--- src/pkg/bie_pkg.sv ---
// Shared constants, types and decode helpers for the jump and increment executor.
// Assumes a 14-bit instruction word, a 13-bit program counter and 8-bit data.
package bie_pkg;

	localparam int BIE_IW     = 14;
	localparam int BIE_PCW    = 13;
	localparam int BIE_DW     = 8;
	localparam int BIE_FW     = 7;
	localparam int BIE_LITW   = 11;
	localparam int BIE_LATCHW = 8;

	// Jump: top three bits 10 1, then an 11-bit literal
	localparam int              BIE_JUMP_MSB = 13;
	localparam int              BIE_JUMP_LSB = 11;
	localparam logic [2:0]      BIE_JUMP_OP  = 3'h5;
	// Increment: 00 1010 d fffffff
	localparam int              BIE_OPC_MSB  = 13;
	localparam int              BIE_OPC_LSB  = 8;
	localparam logic [5:0]      BIE_INC_OP   = 6'h0a;
	localparam int              BIE_DEST_BIT = 7;
	// Latch bits that feed the top of the program counter
	localparam int              BIE_LATCH_HI = 4;
	localparam int              BIE_LATCH_LO = 3;

	// Four phases per instruction cycle at the 100 ns clock
	localparam int              BIE_PHASES      = 4;
	localparam logic [3:0]      BIE_PHASE_RST   = 4'h8;
	localparam logic [13:0]     BIE_IR_RST      = 14'h0000;
	localparam logic [12:0]     BIE_PC_RST      = 13'h0000;
	localparam logic [12:0]     BIE_PC_STEP     = 13'h0001;
	localparam logic [7:0]      BIE_DATA_RST    = 8'h00;
	localparam logic [7:0]      BIE_DATA_ONE    = 8'h01;
	localparam logic [6:0]      BIE_ADDR_RST    = 7'h00;

	typedef enum logic [0:0] {BIE_ST_EXEC, BIE_ST_FLUSH} bie_state_t;

	// q1 in the top bit, rotating toward q4
	typedef struct packed {
		logic q1;
		logic q2;
		logic q3;
		logic q4;
	} bie_phase_t;

	typedef struct packed {
		logic                  we;
		logic [BIE_FW-1:0]     addr;
		logic [BIE_DW-1:0]     data;
	} bie_regwr_t;

	function automatic logic bie_is_jump(input logic [BIE_IW-1:0] w);
		return w[BIE_JUMP_MSB:BIE_JUMP_LSB] == BIE_JUMP_OP;
	endfunction

	function automatic logic bie_is_incr(input logic [BIE_IW-1:0] w);
		return w[BIE_OPC_MSB:BIE_OPC_LSB] == BIE_INC_OP;
	endfunction

	function automatic logic [BIE_DW-1:0] bie_inc(input logic [BIE_DW-1:0] d);
		return d + BIE_DATA_ONE;
	endfunction

endpackage

--- src/hdl/bie_phase_gen.sv ---
// Four-phase generator: one-hot q1..q4 enables, each one clock long.
// Assumes a single free-running clock; the phases rotate from reset on.
`timescale 1ns/1ps
`default_nettype none
module bie_phase_gen
	import bie_pkg::*;
(
	input  wire logic        clock,
	input  wire logic        rst,
	output bie_phase_t       phase
);

	// One-hot rotation keeps every phase enable a plain flop output
	always_ff @(posedge clock or posedge rst)
	begin
		if (rst)
			phase <= BIE_PHASE_RST;
		else
			phase <= {phase[0], phase[3:1]};
	end

endmodule // bie_phase_gen
`default_nettype wire

--- src/hdl/bie_exec.sv ---
// Jump and increment executor of the core, stepped by four clock phases.
// Assumes the fetch path presents the next word before q1 and the register
// file answers a read address within one clock.
`timescale 1ns/1ps
`default_nettype none
module bie_exec
	import bie_pkg::*;
(
	input  wire logic [BIE_IW-1:0]     instr_word,
	input  wire logic [BIE_LATCHW-1:0] program_counter_high_latch,
	input  wire logic [BIE_DW-1:0]     reg_rdata,
	input  wire logic                  clock,
	input  wire logic                  rst,
	output logic [BIE_PCW-1:0]         pc,
	output logic                       pc_load,
	output logic                       flush,
	output logic [BIE_FW-1:0]          reg_raddr,
	output bie_regwr_t                 reg_wr,
	output logic                       acc_we,
	output logic [BIE_DW-1:0]          acc_data,
	output logic                       zero_flag,
	output logic                       zero_we
);

	bie_phase_t              phase;
	bie_state_t              state;
	logic [BIE_IW-1:0]       ir;
	logic [BIE_DW-1:0]       operand;
	logic [BIE_DW-1:0]       result;
	logic                    jump_now;
	logic                    incr_now;
	logic [BIE_LITW-1:0]     jump_lit;
	logic [1:0]              latch_hi;
	logic [2:0]              jump_fld;

	bie_phase_gen u_phase
	(
		.clock (clock),
		.rst   (rst),
		.phase (phase)
	);

	assign jump_fld = ir[BIE_JUMP_MSB:BIE_JUMP_LSB];
	assign jump_lit = ir[BIE_LITW-1:0];
	assign latch_hi = program_counter_high_latch[BIE_LATCH_HI:BIE_LATCH_LO];
	assign jump_now = (state == BIE_ST_EXEC) && bie_is_jump(ir);
	assign incr_now = (state == BIE_ST_EXEC) && bie_is_incr(ir);

	// Instruction capture; during the flush cycle the fetched word is dropped
	always_ff @(posedge clock or posedge rst)
	begin
		if (rst)
		begin
			ir        <= BIE_IR_RST;
			reg_raddr <= BIE_ADDR_RST;
		end
		else if (phase.q1)
		begin
			if (state == BIE_ST_FLUSH)
				ir <= BIE_IR_RST;
			else
				ir <= instr_word;
			reg_raddr <= instr_word[BIE_FW-1:0];
		end
	end

	// Cycle sequencing: a jump forces one extra all-idle cycle
	always_ff @(posedge clock or posedge rst)
	begin
		if (rst)
		begin
			state <= BIE_ST_EXEC;
			flush <= 1'b0;
		end
		else if (phase.q4)
		begin
			case (state)
				BIE_ST_EXEC:
				begin
					if (jump_now)
					begin
						state <= BIE_ST_FLUSH;
						flush <= 1'b1;
					end
				end
				BIE_ST_FLUSH:
				begin
					state <= BIE_ST_EXEC;
					flush <= 1'b0;
				end
				default:
				begin
					state <= BIE_ST_EXEC;
					flush <= 1'b0;
				end
			endcase
		end
	end

	// Operand read in q2, processed in q3
	always_ff @(posedge clock or posedge rst)
	begin
		if (rst)
		begin
			operand <= BIE_DATA_RST;
			result  <= BIE_DATA_RST;
		end
		else
		begin
			if (phase.q2)
				operand <= reg_rdata;
			if (phase.q3)
				result <= bie_inc(operand);
		end
	end

	// Program counter: written only in q4; held through the flush cycle
	always_ff @(posedge clock or posedge rst)
	begin
		if (rst)
		begin
			pc      <= BIE_PC_RST;
			pc_load <= 1'b0;
		end
		else
		begin
			pc_load <= 1'b0;
			if (phase.q4 && jump_now)
			begin
				pc      <= {latch_hi, jump_lit};
				pc_load <= 1'b1;
			end
			else if (phase.q4 && state == BIE_ST_EXEC)
				pc <= pc + BIE_PC_STEP;
		end
	end

	// Destination write in q4; strobes last one clock
	always_ff @(posedge clock or posedge rst)
	begin
		if (rst)
		begin
			reg_wr   <= '0;
			acc_we   <= 1'b0;
			acc_data <= BIE_DATA_RST;
		end
		else
		begin
			reg_wr.we <= 1'b0;
			acc_we    <= 1'b0;
			if (phase.q4 && incr_now)
			begin
				if (ir[BIE_DEST_BIT])
				begin
					reg_wr.we   <= 1'b1;
					reg_wr.addr <= ir[BIE_FW-1:0];
					reg_wr.data <= result;
				end
				else
				begin
					acc_we   <= 1'b1;
					acc_data <= result;
				end
			end
		end
	end

	// Zero flag touched only by the increment; a jump leaves it alone
	always_ff @(posedge clock or posedge rst)
	begin
		if (rst)
		begin
			zero_flag <= 1'b0;
			zero_we   <= 1'b0;
		end
		else
		begin
			zero_we <= 1'b0;
			if (phase.q4 && incr_now)
			begin
				zero_flag <= (result == BIE_DATA_RST);
				zero_we   <= 1'b1;
			end
		end
	end

	// Checks
	jump_decode_a: assert property (@(posedge clock) disable iff (rst)
		pc_load |-> $past(jump_fld) == BIE_JUMP_OP)
		else $error("pc loaded without jump opcode");

	lit_load_a: assert property (@(posedge clock) disable iff (rst)
		(phase.q4 && jump_now) |=> pc[BIE_LITW-1:0] == $past(jump_lit))
		else $error("jump literal not in low pc bits");

	high_fill_a: assert property (@(posedge clock) disable iff (rst)
		(phase.q4 && jump_now) |=> pc[BIE_PCW-1:BIE_LITW] == $past(latch_hi))
		else $error("pc high bits not from latch");

	flush_cycle_a: assert property (@(posedge clock) disable iff (rst)
		(phase.q4 && jump_now) |=> flush [*4] ##1 !flush)
		else $error("jump second cycle not four phases");

	flush_idle_a: assert property (@(posedge clock) disable iff (rst)
		flush |-> ##1 (!acc_we && !reg_wr.we && !zero_we && $stable(pc)))
		else $error("activity during jump idle cycle");

	inc_acc_a: assert property (@(posedge clock) disable iff (rst)
		acc_we |-> (acc_data == bie_inc(operand)) && !ir[BIE_DEST_BIT]
			&& bie_is_incr(ir))
		else $error("bad increment to accumulator");

	inc_reg_a: assert property (@(posedge clock) disable iff (rst)
		reg_wr.we |-> (reg_wr.data == bie_inc(operand)) && ir[BIE_DEST_BIT]
			&& (reg_wr.addr == reg_raddr))
		else $error("bad increment to register");

	inc_zero_a: assert property (@(posedge clock) disable iff (rst)
		(phase.q1 && !flush && bie_is_incr(instr_word)) |-> ##4
			(zero_we && zero_flag == (bie_inc(operand) == BIE_DATA_RST)))
		else $error("increment zero flag wrong or late");

	jump_keep_z_a: assert property (@(posedge clock) disable iff (rst)
		pc_load |-> !zero_we && $stable(zero_flag))
		else $error("jump changed status flag");

	jump_seen_c: cover property (@(posedge clock) disable iff (rst)
		pc_load ##1 flush [*3]);

	inc_acc_c: cover property (@(posedge clock) disable iff (rst)
		acc_we && zero_flag);

	inc_reg_c: cover property (@(posedge clock) disable iff (rst)
		reg_wr.we && !zero_flag);

endmodule // bie_exec
`default_nettype wire

--- config.mk ---
export PLATFORM = sky130hd
export DESIGN_NAME = bie_exec
export DESIGN_NICKNAME = d
export VERILOG_FILES = /design/src/pkg/bie_pkg.sv /design/src/hdl/bie_phase_gen.sv /design/src/hdl/bie_exec.sv
export SDC_FILE = /design/constraint.sdc
export NUM_CORES = 1
export LEC_CHECK = 0
export BUFFER_PORTS_ARGS = -buffer_cell sky130_fd_sc_hd__buf_2
export CORE_UTILIZATION = 46
export CTS_CLUSTER_SIZE = 10
export DETAILED_ROUTE_END_ITERATION = 6
export GPL_ROUTABILITY_DRIVEN = 0
export PLACE_DENSITY = 0.72
export SETUP_SLACK_MARGIN = 0.15
export SLEW_MARGIN = 25
export SYNTH_ARGS = -nofsm -noshare
export SYNTH_HDL_FRONTEND = slang
export SYNTH_SLANG_ARGS = --single-unit
--- constraint.sdc ---
create_clock -name clock -period 2.4 [get_ports clock]
set_input_delay 0.36 -clock clock [delete_from_list [all_inputs] [get_ports clock]]
set_output_delay 0.36 -clock clock [all_outputs]
set_load 0.005 [all_outputs]
==> metrics <==
outcome completed; fin util 58.4%; ys async rst share 100%; Clock Skews 0.00851 ns; commonest cells in the netlist 83 x dfrtp_1, 26 x mux2_2, 25 x nand2_1; Arr. time, crit path 2.29 ns; Slew Limit Fails 0; fin nets 413; Tightest Hold Check Type input pin to async pin; post-route minimum period 2.06 ns; Mapped Area 3540 um^2; Clk pin slew, worst setup/hold paths 0.08 ns; CTS tree yes; post-synth top area cell dfrtp_1; setup bufs post-CTS 0; n_diodes 0; crit path max fanout 9; worst hold slack 0.0175 ns; layout cell share with drive strength beyond 1 35.2%; CP Launch Type flop; sequential-to-total area share from yosys stat 59.4%; root buf cell clkbuf_8; total of max-cap violations 0; Synth Register Bits 84; Syn Area/Cell 11.5 um^2; Top Ports 81; total number of vias 2454; synthesis-to-layout area growth 20.9%; port bufs 74; Lkg Pwr 2.25 nW; Fin Setup TNS 0 ns; top_reg_cell synth dfrtp_1; total gr overflow 0; vias in the first global route 2428; worst slew pin tran 0.675 ns; FP Rows 31; setup ws final 0.339 ns; CTS Buf Count 9; post_cts resized 0; DR WL/cell 14.6 um; antenna violations before repair 0; first-pass GRT wire length 12000 um; detail-routed via count per cell 5.09; final hold violations 0; unrepaired setup endpoints after global routing false; Synth cell types 35; CTS sink cnt 84; Max Clk Rate 485 MHz; yosys warns 0; Total Routing Usage GR 18.9%; clock buffer depth 2; CP Data Required Time 2.63 ns; H-tree level count 3; DPL Wire Length 4900 um; final WL 7040 um; post-route ant nets 0; Mapped Nets 341; CORE AREA 7330 um^2; die height 89.8 um; pin count of the biggest net entering global routing 66; CP Class flop to flop; Clk Latency, worst-skew pair 0.35 ns; Clock Power Share 47.5%; drc violations 0; worst relative slew slack 54.9%; FILL cells 630; Crit. End Element flop; power per cell area 652 nW/um^2; Reg power frac 50.6%; TritonRoute pass-1 iters 4; share of the synthesized area in the top cell type 58.6%; switching share of power 18.3%; cells after synthesis 307; worst r2r path cells 4; die width 89.8 um; power share of the combinational group 1.8%; Starting Density 48.3%; Iter 0 DRT Violations 88; DIE AREA 8060 um^2; switching pwr 512 uW; pre-CTS setup slack 0.357 ns; design area 4280 um^2; most common cell in the netlist dfrtp_1; hold-fix buffers at CTS 0; VDD IR max 0.000324 V; Post-DP Area 4010 um^2; final period utilization 85.9%; Synth area leaders dfrtp_1 59%, mux2_2 8.3%, mux2_4 3.8%; final setup fails 0; number of flops mapped to enable cells by yosys 0; internal power 2.28 mW
[metal layers]
| layer | vias up | GRT usage, % | share of wire (%) |
|---|---|---|---|
| met1 | 1158 | 26.4 | 46 |
| met3 | 12 | 4.65 | 6.0 |
| met5 | - | 0 | 0 |
| met2 | 73 | 27.9 | 46 |
| li1 | 1211 | - | - |
| met4 | 0 | 8.47 | 1.8 |
[cell usage in the layout, fill, tap and decap left out, drive strengths merged, types with 3 or more instances in the layout]
cell     count
nand2       26
and3         5
nor4         3
bufinv       4
a21oi       21
inv         20
buf         80
o22ai       10
nor2b        3
a2bb2oi      6
nor2        15
o21ai       21
mux2        35
dfrtp       83
xor2         4
clkbuf      11
nand3       14
[critical path: stages (launching register included)]
cell and delay, ns:
dfrtp_1 0.40, or4b_4 0.55, nor4_4 0.17, and2_1 0.43
mux2_2 0.39
[kinds of logic (layout without fill, tap and decap cells)]
group / Yosys count / count (layout) / share of synthesized area, %
AOI/OAI and AO/OA: 64 / 64 / 10.6
xor gates and xnor gates: 6 / 6 / 1.48
adders and majority gates: 2 / 2 / 0.706
buffers and inverters: 40 / 116 / 4.70
DFF: 84 / 84 / 59.4
muxes: 35 / 35 / 12.1
and+or+nand+nor: 76 / 76 / 11.1
[stage by stage]
stage | std cells | power, mW
2_1_floorplan | 307 | 1.46
3_3_place_gp | 467 | 1.50
3_5_place_dp | 467 | 1.50
4_1_cts | 482 | 2.82
5_1_grt | 482 | 2.88
6_report | 482 | 2.79
[state kept, by name, indices dropped and copies added (netlist names)]
register / count
state: 1
acc_we: 1
result: 8
u_phase.phase: 4
ir: 14
operand: 8
zero_we: 1
reg_wr: 16
acc_data: 8
flush: 1
pc_load: 1
zero_flag: 1
pc: 13
reg_raddr: 7
[final timing paths]
check / start / endpoint / slack [ns]
max reg2reg: ir[8] / acc_data[4] / 0.34
min reg2reg: u_phase.phase[0] / u_phase.phase[3] / 0.47
max: ir[8] / acc_data[4] / 0.34
max in group asynchronous: rst / u_phase.phase[3] / 1.69
min: rst / reg_wr[6] / 0.02
min in group clock: instr_word[4] / ir[4] / 0.22
[power groups by stage]
stage | Combinational [mW] | Sequential (mW) | Clock, mW
floorplan | 0.0213 | 1.44 | 0
finish | 0.0512 | 1.41 | 1.33
CTS | 0.0542 | 1.41 | 1.35
global route | 0.0595 | 1.41 | 1.41
global placement | 0.0533 | 1.44 | 0
detailed placement | 0.0542 | 1.44 | 0
[final cells by class]
cell class / instances / area, um^2 / share of cell area [%]
well taps: 99 / 124 / 2.89
inverters: 21 / 82.6 / 1.93
clock inverters: 4 / 120 / 2.80
flip-flops and latches: 84 / 2100 / 49.1
multi-input cells: 183 / 1270 / 29.7
clock buffers: 11 / 151 / 3.53
repair buffers: 80 / 428 / 9.99
Power figures use the tool's default switching activity.
